--- src/shared/ocal_pkg.sv ---
// ocal_pkg: shared constants and types for the optical sensor autocalibrator
package ocal_pkg;
   // clock rate, kept in kHz so the cycle products stay inside 32 bits
   localparam int unsigned CLK_KHZ         = 20000;
   // sensed level and drive code widths
   localparam int unsigned LEVEL_W         = 8;
   localparam int unsigned DRIVE_W         = 8;
   // calibration point: half of supply on the level scale
   localparam logic [7:0]  CAL_POINT       = 8'h80;
   // upper trip point, about two thirds of supply
   localparam logic [7:0]  TRIP_HI_POINT   = 8'haa;
   // lower trip point, about one third of supply
   localparam logic [7:0]  TRIP_LO_POINT   = 8'h55;
   // drive code that stands for 0 mA and for the 14 mA ceiling
   localparam int unsigned DRIVE_MIN_MA    = 0;
   localparam int unsigned DRIVE_MAX_MA    = 14;
   localparam logic [7:0]  DRIVE_ZERO      = 8'h00;
   localparam logic [7:0]  DRIVE_CEILING   = 8'hff;
   // number of success flashes
   localparam logic [1:0]  FLASH_COUNT     = 2'h3;
   // settling time after each drive step, least time so rounded up
   localparam int unsigned SETTLE_US       = 5;
   localparam int unsigned SETTLE_CYCLES   = (SETTLE_US * CLK_KHZ + 999) / 1000;
   // request debounce time
   localparam int unsigned DEBOUNCE_MS     = 10;
   localparam int unsigned DEBOUNCE_CYCLES = DEBOUNCE_MS * CLK_KHZ;
   // half period of one success flash (on time equals off time)
   localparam int unsigned FLASH_HALF_MS   = 200;
   localparam int unsigned FLASH_CYCLES    = FLASH_HALF_MS * CLK_KHZ;
   // width of the long timers
   localparam int unsigned TIMER_W         = 23;

   // calibration state, gray along idle-ramp-settle-flash-lock
   typedef enum logic [2:0] {
      OCAL_IDLE   = 3'h0,
      OCAL_RAMP   = 3'h1,
      OCAL_SETTLE = 3'h3,
      OCAL_FLASH  = 3'h2,
      OCAL_LOCK   = 3'h6,
      OCAL_FAIL   = 3'h7
   } ocal_state_t;

   // indicator lights, all active high
   typedef struct packed {
      logic cal_ok;    // green success light
      logic cal_fail;  // red failure light
      logic above_hi;  // blue upper trip light
      logic below_lo;  // green lower trip light
   } ocal_lights_t;

   // retained drive setting, exchanged with the non-volatile store
   typedef struct packed {
      logic       valid;
      logic [7:0] code;
   } ocal_retain_t;
endpackage
--- src/hdl/ocal_core.sv ---
// ocal_core: top of the optical sensor autocalibrator
//
// Function
// - low pulse on request pin starts calibration
// - ramp LED drive from zero toward ceiling
// - half-supply level is the calibration target
// - flash green success light three times
// - hold found drive until next request
// - drive at ceiling without target lights red
// - high trip output set above two thirds
// - low trip output set below one third
// - locked drive survives power loss
// - blue light high trip, green low trip
// - request accepted in every state, restarts
//
// The sensed level arrives as a code from an converter on mclk; the drive
// output is a code for a current DAC where DRIVE_CEILING stands for 14 mA.
`timescale 1ns/1ps
`default_nettype none
module ocal_core
   import ocal_pkg::*;
#(
   parameter int unsigned DEB_CYCLES   = DEBOUNCE_CYCLES, // request debounce length
   parameter int unsigned HALF_CYCLES  = FLASH_CYCLES,    // success flash half period
   parameter int unsigned STEP_CYCLES  = SETTLE_CYCLES,   // settle wait per drive step
   parameter int unsigned CNT_W        = TIMER_W          // width of long timers
) (
   input  wire logic               mclk,        // 20 MHz system clock
   input  wire logic               rst_b,       // synchronous reset, active low
   input  wire logic               cal_req_b,   // calibration request pin, active low
   input  wire logic [LEVEL_W-1:0] sense_level, // phototransistor level code
   input  wire ocal_retain_t       stored,      // retained setting read at power-up
   output ocal_retain_t            store_data,  // setting to retain
   output logic                    store_write, // one-cycle write strobe for store_data
   output logic [DRIVE_W-1:0]      led_drive,   // LED current code
   output logic                    trip_high,   // high when level above upper point
   output logic                    trip_low,    // high when level below lower point
   output ocal_lights_t            lights,      // indicator lights
   output ocal_state_t             cal_state    // current calibration state
);
   // declarations
   logic                   req_pulse;     // one pulse per accepted request
   logic                   boot_pending;  // first cycle after reset release
   logic [CNT_W-1:0]       step_tmr;      // settle wait counter
   logic                   step_done;     // settle wait has elapsed
   logic                   hit_target;    // level at or above calibration point
   logic                   flash_start;   // starts the success flashes
   logic                   flash_light;   // flasher lamp
   logic                   flash_done;    // flasher finished
   logic                   fail_light;    // red lamp state
   ocal_state_t            next_state;    // state for the next cycle

   // request pin conditioning
   // the pin is asynchronous and mechanically noisy, so it is filtered
   // before anything in this module looks at it
   ocal_req_filter #(
      .DEB_CYCLES (DEB_CYCLES),
      .CNT_W      (CNT_W)
   ) u_req (
      .mclk       (mclk),
      .rst_b      (rst_b),
      .pin_b      (cal_req_b),
      .fall_pulse (req_pulse)
   );

   // success flasher
   // a new request aborts a run in progress so the light never shows
   // flashes that belong to an abandoned calibration
   ocal_flasher #(
      .HALF_CYCLES (HALF_CYCLES),
      .CNT_W       (CNT_W)
   ) u_flash (
      .mclk    (mclk),
      .rst_b   (rst_b),
      .start   (flash_start),
      .abort   (req_pulse),
      .flashes (FLASH_COUNT),
      .light   (flash_light),
      .done    (flash_done)
   );

   // target compare
   // the target is reached once the level climbs to half supply
   assign hit_target = (sense_level >= CAL_POINT);

   // settle wait ends on its last count
   assign step_done  = (step_tmr == CNT_W'(STEP_CYCLES - 1));

   // flashes start on the settle cycle that found the target
   assign flash_start = (cal_state == OCAL_SETTLE) && step_done && hit_target && !req_pulse;

   // power-up marker
   // the retained setting is a port, so it cannot be loaded under reset;
   // it is taken on the first clock after release instead
   always_ff @(posedge mclk) begin
      if (!rst_b) begin
         boot_pending <= 1'b1;
      end else begin
         boot_pending <= 1'b0;
      end
   end

   // next state
   always_comb begin
      next_state = cal_state;
      if (boot_pending) begin
         // resume a retained lock without recalibrating
         if (stored.valid) begin
            next_state = OCAL_LOCK;
         end else begin
            next_state = OCAL_IDLE;
         end
      end else if (req_pulse) begin
         // any state: a request restarts from zero drive
         next_state = OCAL_RAMP;
      end else begin
         case (cal_state)
            OCAL_IDLE: begin
               next_state = OCAL_IDLE;                           // wait for a request
            end
            OCAL_RAMP: begin
               next_state = OCAL_SETTLE;                         // let the optics follow
            end
            OCAL_SETTLE: begin
               if (step_done) begin
                  if (hit_target) begin
                     next_state = OCAL_FLASH;
                  end else if (led_drive == DRIVE_CEILING) begin
                     next_state = OCAL_FAIL;
                  end else begin
                     next_state = OCAL_RAMP;                     // one more step up
                  end
               end
            end
            OCAL_FLASH: begin
               if (flash_done) begin
                  next_state = OCAL_LOCK;
               end
            end
            OCAL_LOCK: begin
               next_state = OCAL_LOCK;
            end
            OCAL_FAIL: begin
               next_state = OCAL_FAIL;                           // red stays until a request
            end
            default: begin
               next_state = OCAL_IDLE;
            end
         endcase
      end
   end

   // state register
   always_ff @(posedge mclk) begin
      if (!rst_b) begin
         cal_state <= OCAL_IDLE;
      end else begin
         cal_state <= next_state;
      end
   end

   // settle timer
   // runs only in the settle state and is cleared on every other state,
   // so each step gets its full wait
   always_ff @(posedge mclk) begin
      if (!rst_b) begin
         step_tmr <= '0;
      end else if (cal_state == OCAL_SETTLE && !step_done && !req_pulse) begin
         step_tmr <= step_tmr + 1'b1;
      end else begin
         step_tmr <= '0;
      end
   end

   // LED drive
   // the drive steps one code per settle period; a finer ramp costs time
   // per calibration but lands closer to the calibration point
   always_ff @(posedge mclk) begin
      if (!rst_b) begin
         led_drive <= DRIVE_ZERO;
      end else if (boot_pending) begin
         if (stored.valid) begin
            led_drive <= stored.code;
         end else begin
            led_drive <= DRIVE_ZERO;
         end
      end else if (req_pulse) begin
         led_drive <= DRIVE_ZERO;
      end else if (cal_state == OCAL_RAMP && led_drive != DRIVE_CEILING && led_drive != DRIVE_ZERO) begin
         led_drive <= led_drive + 8'h01;
      end else if (cal_state == OCAL_RAMP && led_drive == DRIVE_ZERO && step_tmr == '0 && !hit_target) begin
         led_drive <= 8'h01;                                     // leave zero once it was tried
      end
      // outside the ramp the code is simply held
   end

   // retained setting write
   // the store is written once, on entry to lock after a calibration;
   // a request first invalidates it so a power loss mid-run cannot
   // resume a half-finished setting
   always_ff @(posedge mclk) begin
      if (!rst_b) begin
         store_write <= 1'b0;
         store_data  <= '0;
      end else if (req_pulse && !boot_pending) begin
         store_write      <= 1'b1;
         store_data.valid <= 1'b0;
         store_data.code  <= DRIVE_ZERO;
      end else if (cal_state == OCAL_FLASH && flash_done) begin
         store_write      <= 1'b1;
         store_data.valid <= 1'b1;
         store_data.code  <= led_drive;
      end else begin
         store_write <= 1'b0;
      end
   end

   // failure light
   // stays on until a new request clears it
   always_ff @(posedge mclk) begin
      if (!rst_b) begin
         fail_light <= 1'b0;
      end else if (req_pulse) begin
         fail_light <= 1'b0;
      end else if (cal_state == OCAL_SETTLE && step_done && !hit_target && led_drive == DRIVE_CEILING) begin
         fail_light <= 1'b1;
      end
   end

   // logic trip outputs
   // plain comparisons with no hysteresis; the two points are far enough
   // apart that the outputs never chatter against each other
   always_ff @(posedge mclk) begin
      if (!rst_b) begin
         trip_high <= 1'b0;
         trip_low  <= 1'b0;
      end else begin
         trip_high <= (sense_level > TRIP_HI_POINT);
         trip_low  <= (sense_level < TRIP_LO_POINT);
      end
   end

   // indicator lights
   always_ff @(posedge mclk) begin
      if (!rst_b) begin
         lights <= '0;
      end else begin
         lights.cal_ok   <= flash_light;
         lights.cal_fail <= fail_light;
         lights.above_hi <= (sense_level > TRIP_HI_POINT);
         lights.below_lo <= (sense_level < TRIP_LO_POINT);
      end
   end
endmodule
`default_nettype wire

--- src/hdl/ocal_flasher.sv ---
// ocal_flasher: blinks a light a fixed number of times, then reports done
`timescale 1ns/1ps
`default_nettype none
module ocal_flasher
   import ocal_pkg::*;
#(
   parameter int unsigned HALF_CYCLES = FLASH_CYCLES,
   parameter int unsigned CNT_W       = TIMER_W
) (
   input  wire logic       mclk,
   input  wire logic       rst_b,
   input  wire logic       start,   // begin a flash run
   input  wire logic       abort,   // stop at once, light off
   input  wire logic [1:0] flashes, // number of on periods
   output logic            light,   // lamp drive
   output logic            done     // one cycle after the last off period
);
   logic             busy;          // run in progress
   logic [CNT_W-1:0] tmr;           // cycles in the current half period
   logic [1:0]       left;          // on periods still to show

   // half-period timer and flash sequencing
   always_ff @(posedge mclk) begin
      if (!rst_b) begin
         busy  <= 1'b0;
         light <= 1'b0;
         tmr   <= '0;
         left  <= 2'h0;
         done  <= 1'b0;
      end else if (abort) begin
         busy  <= 1'b0;
         light <= 1'b0;
         done  <= 1'b0;
      end else if (start) begin
         busy  <= 1'b1;
         light <= 1'b1;
         tmr   <= '0;
         left  <= flashes;
         done  <= 1'b0;
      end else if (busy && tmr == CNT_W'(HALF_CYCLES - 1)) begin
         tmr <= '0;
         if (light) begin
            light <= 1'b0;                       // end of an on period
            left  <= left - 2'h1;
         end else if (left == 2'h0) begin
            busy <= 1'b0;                        // last off period over
            done <= 1'b1;
         end else begin
            light <= 1'b1;                       // next flash
         end
      end else begin
         done <= 1'b0;
         if (busy) begin
            tmr <= tmr + 1'b1;
         end
      end
   end
endmodule
`default_nettype wire

--- src/hdl/ocal_req_filter.sv ---
// ocal_req_filter: synchroniser, debouncer and falling-edge pulse for the request pin
`timescale 1ns/1ps
`default_nettype none
module ocal_req_filter
   import ocal_pkg::*;
#(
   parameter int unsigned DEB_CYCLES = DEBOUNCE_CYCLES,
   parameter int unsigned CNT_W      = TIMER_W
) (
   input  wire logic mclk,
   input  wire logic rst_b,
   input  wire logic pin_b,      // raw request pin, active low
   output logic      fall_pulse  // one cycle per accepted low pulse
);
   logic             sync_a;     // first stage, read only by sync_b
   logic             sync_b;     // second stage, safe to use
   logic             stable;     // debounced pin level
   logic [CNT_W-1:0] cnt;        // cycles the synced level differed

   // two-flop synchroniser, idles high like the pulled-up pin
   always_ff @(posedge mclk) begin
      if (!rst_b) begin
         sync_a <= 1'b1;
         sync_b <= 1'b1;
      end else begin
         sync_a <= pin_b;
         sync_b <= sync_a;
      end
   end

   // debounce: a new level is accepted only after it held long enough
   always_ff @(posedge mclk) begin
      if (!rst_b) begin
         cnt    <= '0;
         stable <= 1'b1;
      end else if (sync_b == stable) begin
         cnt <= '0;                                         // bounce resets the wait
      end else if (cnt == CNT_W'(DEB_CYCLES - 1)) begin
         cnt    <= '0;
         stable <= sync_b;
      end else begin
         cnt <= cnt + 1'b1;
      end
   end

   // one pulse on each accepted high-to-low change, none while held low
   always_ff @(posedge mclk) begin
      if (!rst_b) begin
         fall_pulse <= 1'b0;
      end else begin
         fall_pulse <= stable && !sync_b && (cnt == CNT_W'(DEB_CYCLES - 1));
      end
   end
endmodule
`default_nettype wire

--- config.mk ---
export PLATFORM = sky130hd
export DESIGN_NAME = ocal_core
export DESIGN_NICKNAME = d
export VERILOG_FILES = /design/src/shared/ocal_pkg.sv /design/src/hdl/ocal_core.sv /design/src/hdl/ocal_flasher.sv /design/src/hdl/ocal_req_filter.sv
export SDC_FILE = /design/constraint.sdc
export NUM_CORES = 1
export LEC_CHECK = 0
export BUFFER_PORTS_ARGS = -buffer_cell sky130_fd_sc_hd__buf_4
export CORE_ASPECT_RATIO = 1.1
export CORE_MARGIN = 2
export CORE_UTILIZATION = 59
export CTS_CLUSTER_SIZE = 16
export DETAILED_ROUTE_END_ITERATION = 6
export PLACE_DENSITY = 0.88
export SETUP_SLACK_MARGIN = 0.02
export SLEW_MARGIN = 20
export SYNTH_ARGS = -nofsm -noshare
export SYNTH_HDL_FRONTEND = slang
export SYNTH_SLANG_ARGS = --single-unit
export TNS_END_PERCENT = 30
--- constraint.sdc ---
create_clock -name mclk -period 2.8 [get_ports mclk]
set_input_delay 0.42 -clock mclk [delete_from_list [all_inputs] [get_ports mclk]]
set_output_delay 0.42 -clock mclk [all_outputs]
set_load 0.03 [all_outputs]
==> summary by stage <==
Critical path
The required time of the critical path is 3070 ps. The path type of the worst setup path is reg -> reg. The sort of element at the end of the critical path is a flip-flop.

The slowest stage of the critical path belongs to the cell sky130_fd_sc_hd__nor4_4. In this design, the stage delay of the slowest critical-path cell is 630 ps. The most numerous cell type found on the critical path is sky130_fd_sc_hd__nor4_4. In this run the worst path has a maximum fanout of 19. The category of the worst setup path launch point is a flip-flop. The signal on the critical path passes through nor4_4 > nand2_2 > nor4_4 > o21bai_4 > and2_1 > a211o_1. The data arrival time of the critical path is 2760 ps.

Clock tree
The count of cells resized by post-cts repair is 0. The clock passes through at most 2 buffers. The H-tree was split into 3 levels.

The clock tree from TritonCTS is yes. The number of clock buffers added by TritonCTS is 9. The count of buffers added by post-CTS timing repair for setup is 0. The clock reaches the later pin of the worst-skew pair after 380 ps.

The clock-pin slew of the registers on the worst-case setup and hold paths is 100 ps. CTS saw 105 sinks. CTS placed an instance of sky130_fd_sc_hd__clkbuf_8 at the clock tree root.

Hold repair after CTS inserted 0 buffers.

Placement
The number of buffers inserted by port buffering is 46. The half-perimeter wire length of the detailed placement result is 8.247 mm. The final RePlAce weighted congestion is 0.8830. OpenSTA, run right after detailed placement, puts the worst setup slack at 401.3 ps.

Synth
The top cell type's share of synthesized area is 41.23%. The post-synthesis async set-or-reset flop share is 0%. The cell area that synthesis handed to floorplanning was 5099 µm². In the synthesized netlist the dominant register cell turns out to be sky130_fd_sc_hd__dfxtp_1. The total number of yosys warnings is 0.

Yosys mapped a number of flops with a built-in enable equal to 0. The cell type with the largest total area after synthesis is sky130_fd_sc_hd__dfxtp_1. Synthesis produced a netlist whose cell count is 609. The synthesized area divided by synthesized cell count is 8.372 µm². The post-synthesis net count is 637. The part of the Yosys area used for sequential elements is 41.23%.

After synthesis, the cell types taking the most area are sky130_fd_sc_hd__dfxtp_1, sky130_fd_sc_hd__nor2_1, sky130_fd_sc_hd__nand2_1. The most repeated cell in the gate-level netlist after synthesis is sky130_fd_sc_hd__dfxtp_1. The distinct cell type count after synthesis is 62. After synthesis, the most frequently instantiated cells are sky130_fd_sc_hd__dfxtp_1, sky130_fd_sc_hd__nor2_1, sky130_fd_sc_hd__nand2_1. The synthesized design contains 105 register bits.

STA
The achievable frequency is 400.8 MHz. At the pin with the least slew margin, the transition time is 771.8 ps. The setup TNS is 0 ps. The share of the clock period used by the worst path is 89.11%. The post-route worst setup slack is 305.1 ps. Setup repair after global routing left no endpoint under its margin.

The number of hold violations in the final report is 0. The number of setup violations in the final report is 0. Headroom to the max-slew limit came out at 48.55%.

The count of pins over their slew limit was 0. The setup skew after layout is 11.04 ps. The smallest clock period supported by the final layout is computed as 2495 ps.

Detailed routing
In this run the remaining antenna-violating nets after routing total 0. The detailed router finished its first iteration with 319 violations. The first detailed-routing pass took 5 iterations. The routed layout has 4621 vias. For this run, design rule violations remaining after detail routing come to 0.

Summed over all layers, the routed wires come to 11.85 mm. The per-cell via count in the routed design is 6.033. Dividing the detail-routed wire length by the instance count gives 15.46 µm.

Run
The tool flagged a number of max-cap violations equal to 0.

Global route
The first global-routing pass estimated 19.92 mm of wire. The maximum number of pins on one net before global-route repair is 33. For this run the aggregate overflow at the end of global routing stands at 0. In the global route stage, overall resource usage came out at 25.84%. The via count of the first global-routing pass is 4463. The initial antenna violation count is 0.

Finish
In the final design database the tool counted 678 nets. The post-route netlist has 13.59% of its cells at a drive strength greater than 1. The number of inserted filler cells in the final layout is 665.

The number of antenna diodes in the final layout is 0. The area growth from synthesis to final layout is 12.98%.

Power
The design draws 0.002865 W. The worst IR drop on VDD is 0.2908 mV. The standby leakage power is 2.026 nW. Dividing total power by cell area gives a power density of 497.3 nW/µm².

Die
The horizontal die dimension is 92.64 µm. The die covers 9402 µm². From bottom edge to top edge, the die measures 101.5 µm.

The number of top-level design ports is 47. The floorplan has 35 rows. The effective utilization at floorplan is 60.64%. The core box area is 8408 µm².

Hold path
The worst hold path belongs to the class in -> reg.

Outcome
The flow ran to the end, and the final reports show no timing, DRC or antenna violations.
==> per-layer routing <==
metal / up-vias / global-route usage, % / part of all wire, %
met5: - / 0 / 0
met1: 2194 / 31.54 / 42
met4: 0 / 9.615 / 2.0
met2: 169 / 45.99 / 51
met3: 26 / 4.390 / 5.3
li1: 2232 / - / -
==> cells in the final DEF, fill, tap and decap left out, types with 3 or more instances in the layout <==
| cell | count |
|---|---|
| sky130_fd_sc_hd__and3_1 | 10 |
| sky130_fd_sc_hd__nor4_4 | 5 |
| sky130_fd_sc_hd__ha_1 | 8 |
| sky130_fd_sc_hd__o21ai_0 | 21 |
| sky130_fd_sc_hd__or3_2 | 4 |
| sky130_fd_sc_hd__nand3b_1 | 3 |
| sky130_fd_sc_hd__bufinv_16 | 3 |
| sky130_fd_sc_hd__nor4b_1 | 4 |
| sky130_fd_sc_hd__o31ai_1 | 6 |
| sky130_fd_sc_hd__nor2b_1 | 4 |
| sky130_fd_sc_hd__nand2b_1 | 10 |
| sky130_fd_sc_hd__a311oi_1 | 3 |
| sky130_fd_sc_hd__nor3_1 | 16 |
| sky130_fd_sc_hd__and4_1 | 10 |
| sky130_fd_sc_hd__nor4_1 | 7 |
| sky130_fd_sc_hd__or3_1 | 9 |
| sky130_fd_sc_hd__and2_1 | 8 |
| sky130_fd_sc_hd__o211ai_1 | 4 |
| sky130_fd_sc_hd__a32o_1 | 6 |
| sky130_fd_sc_hd__buf_4 | 53 |
| sky130_fd_sc_hd__xor2_1 | 19 |
| sky130_fd_sc_hd__o31a_1 | 3 |
| sky130_fd_sc_hd__or2_2 | 3 |
| sky130_fd_sc_hd__a21o_1 | 5 |
| sky130_fd_sc_hd__nor2_1 | 78 |
| sky130_fd_sc_hd__nand2_1 | 63 |
| sky130_fd_sc_hd__xnor2_1 | 23 |
| sky130_fd_sc_hd__dfxtp_1 | 105 |
| sky130_fd_sc_hd__a21oi_1 | 33 |
| sky130_fd_sc_hd__nand3_1 | 43 |
| sky130_fd_sc_hd__inv_1 | 24 |
| sky130_fd_sc_hd__nand4_1 | 15 |
| sky130_fd_sc_hd__clkbuf_8 | 9 |
==> state kept, by name (all words and copies together) (netlist names), 2 cells and up <==
| signal | cells |
|---|---|
| cal_state | 3 |
| led_drive | 8 |
| lights | 4 |
| step_tmr | 23 |
| store_data | 9 |
| u_flash.left | 2 |
| u_flash.tmr | 23 |
| u_req.cnt | 23 |
==> area by class of cell <==
cell class              instances  area (µm²)  area share [%]
multi-input cells             457        2790           48.44
well taps                     111       138.9           2.411
flip-flops and latches        105        2102           36.49
repair buffers                 53       397.9           6.907
clock buffers                  11       131.4           2.281
clock inverters                 5       110.1           1.911
inverters                      24       90.09           1.564
==> final timing paths <==
| kind | start | to | slack (ps) | cells past startpoint |
|---|---|---|---|---|
| min reg2reg | u_req.sync_a | u_req.sync_b | 410 | 1 |
| max reg2reg | step_tmr[19] | u_flash.tmr[16] | 310 | 6 |
| min | cal_req_b | u_req.sync_a | 230 | 2 |
| max | step_tmr[19] | u_flash.tmr[16] | 310 | 6 |
==> where the power goes <==
| part | internal (W) | switching [W] |
|---|---|---|
| Clock | 0.000605 | 0.000537 |
| Combinational | 0.0000706 | 0.0000921 |
| Sequential | 0.00152 | 0.0000409 |
| Total | 0.00219 | 0.000670 |
==> metrics by stage <==
step / hold slack [ps] / std cells / utilization, % / instance area (µm²)
after global routing: 238.1 / 766 / 68.51 / 5761
after CTS: 228.2 / 766 / 68.51 / 5761
after floorplan: 386.3 / 609 / - / 5099
after global placement: 397.9 / 750 / 65.64 / 5519
after detailed placement: 396.9 / 750 / 65.64 / 5519
final: 226.1 / 766 / 68.51 / 5761
==> cells by family after synthesis <==
family                     share of synthesized area (%)
and+or+nand+nor                                    32.15
DFF                                                41.23
AOI/OAI and AO/OA                                  12.98
buffers and inverters                              4.049
xor gates and xnor gates                           7.215
adders and majority gates                          1.963
muxes                                             0.4172
==> critical path: cells and delay by family, from the launching register on <==
family | cells | cell delay (ps)
simple gates | 4 | 1410
flops | 1 | 380
compound gates | 2 | 590
Power figures use the tool's default switching activity.
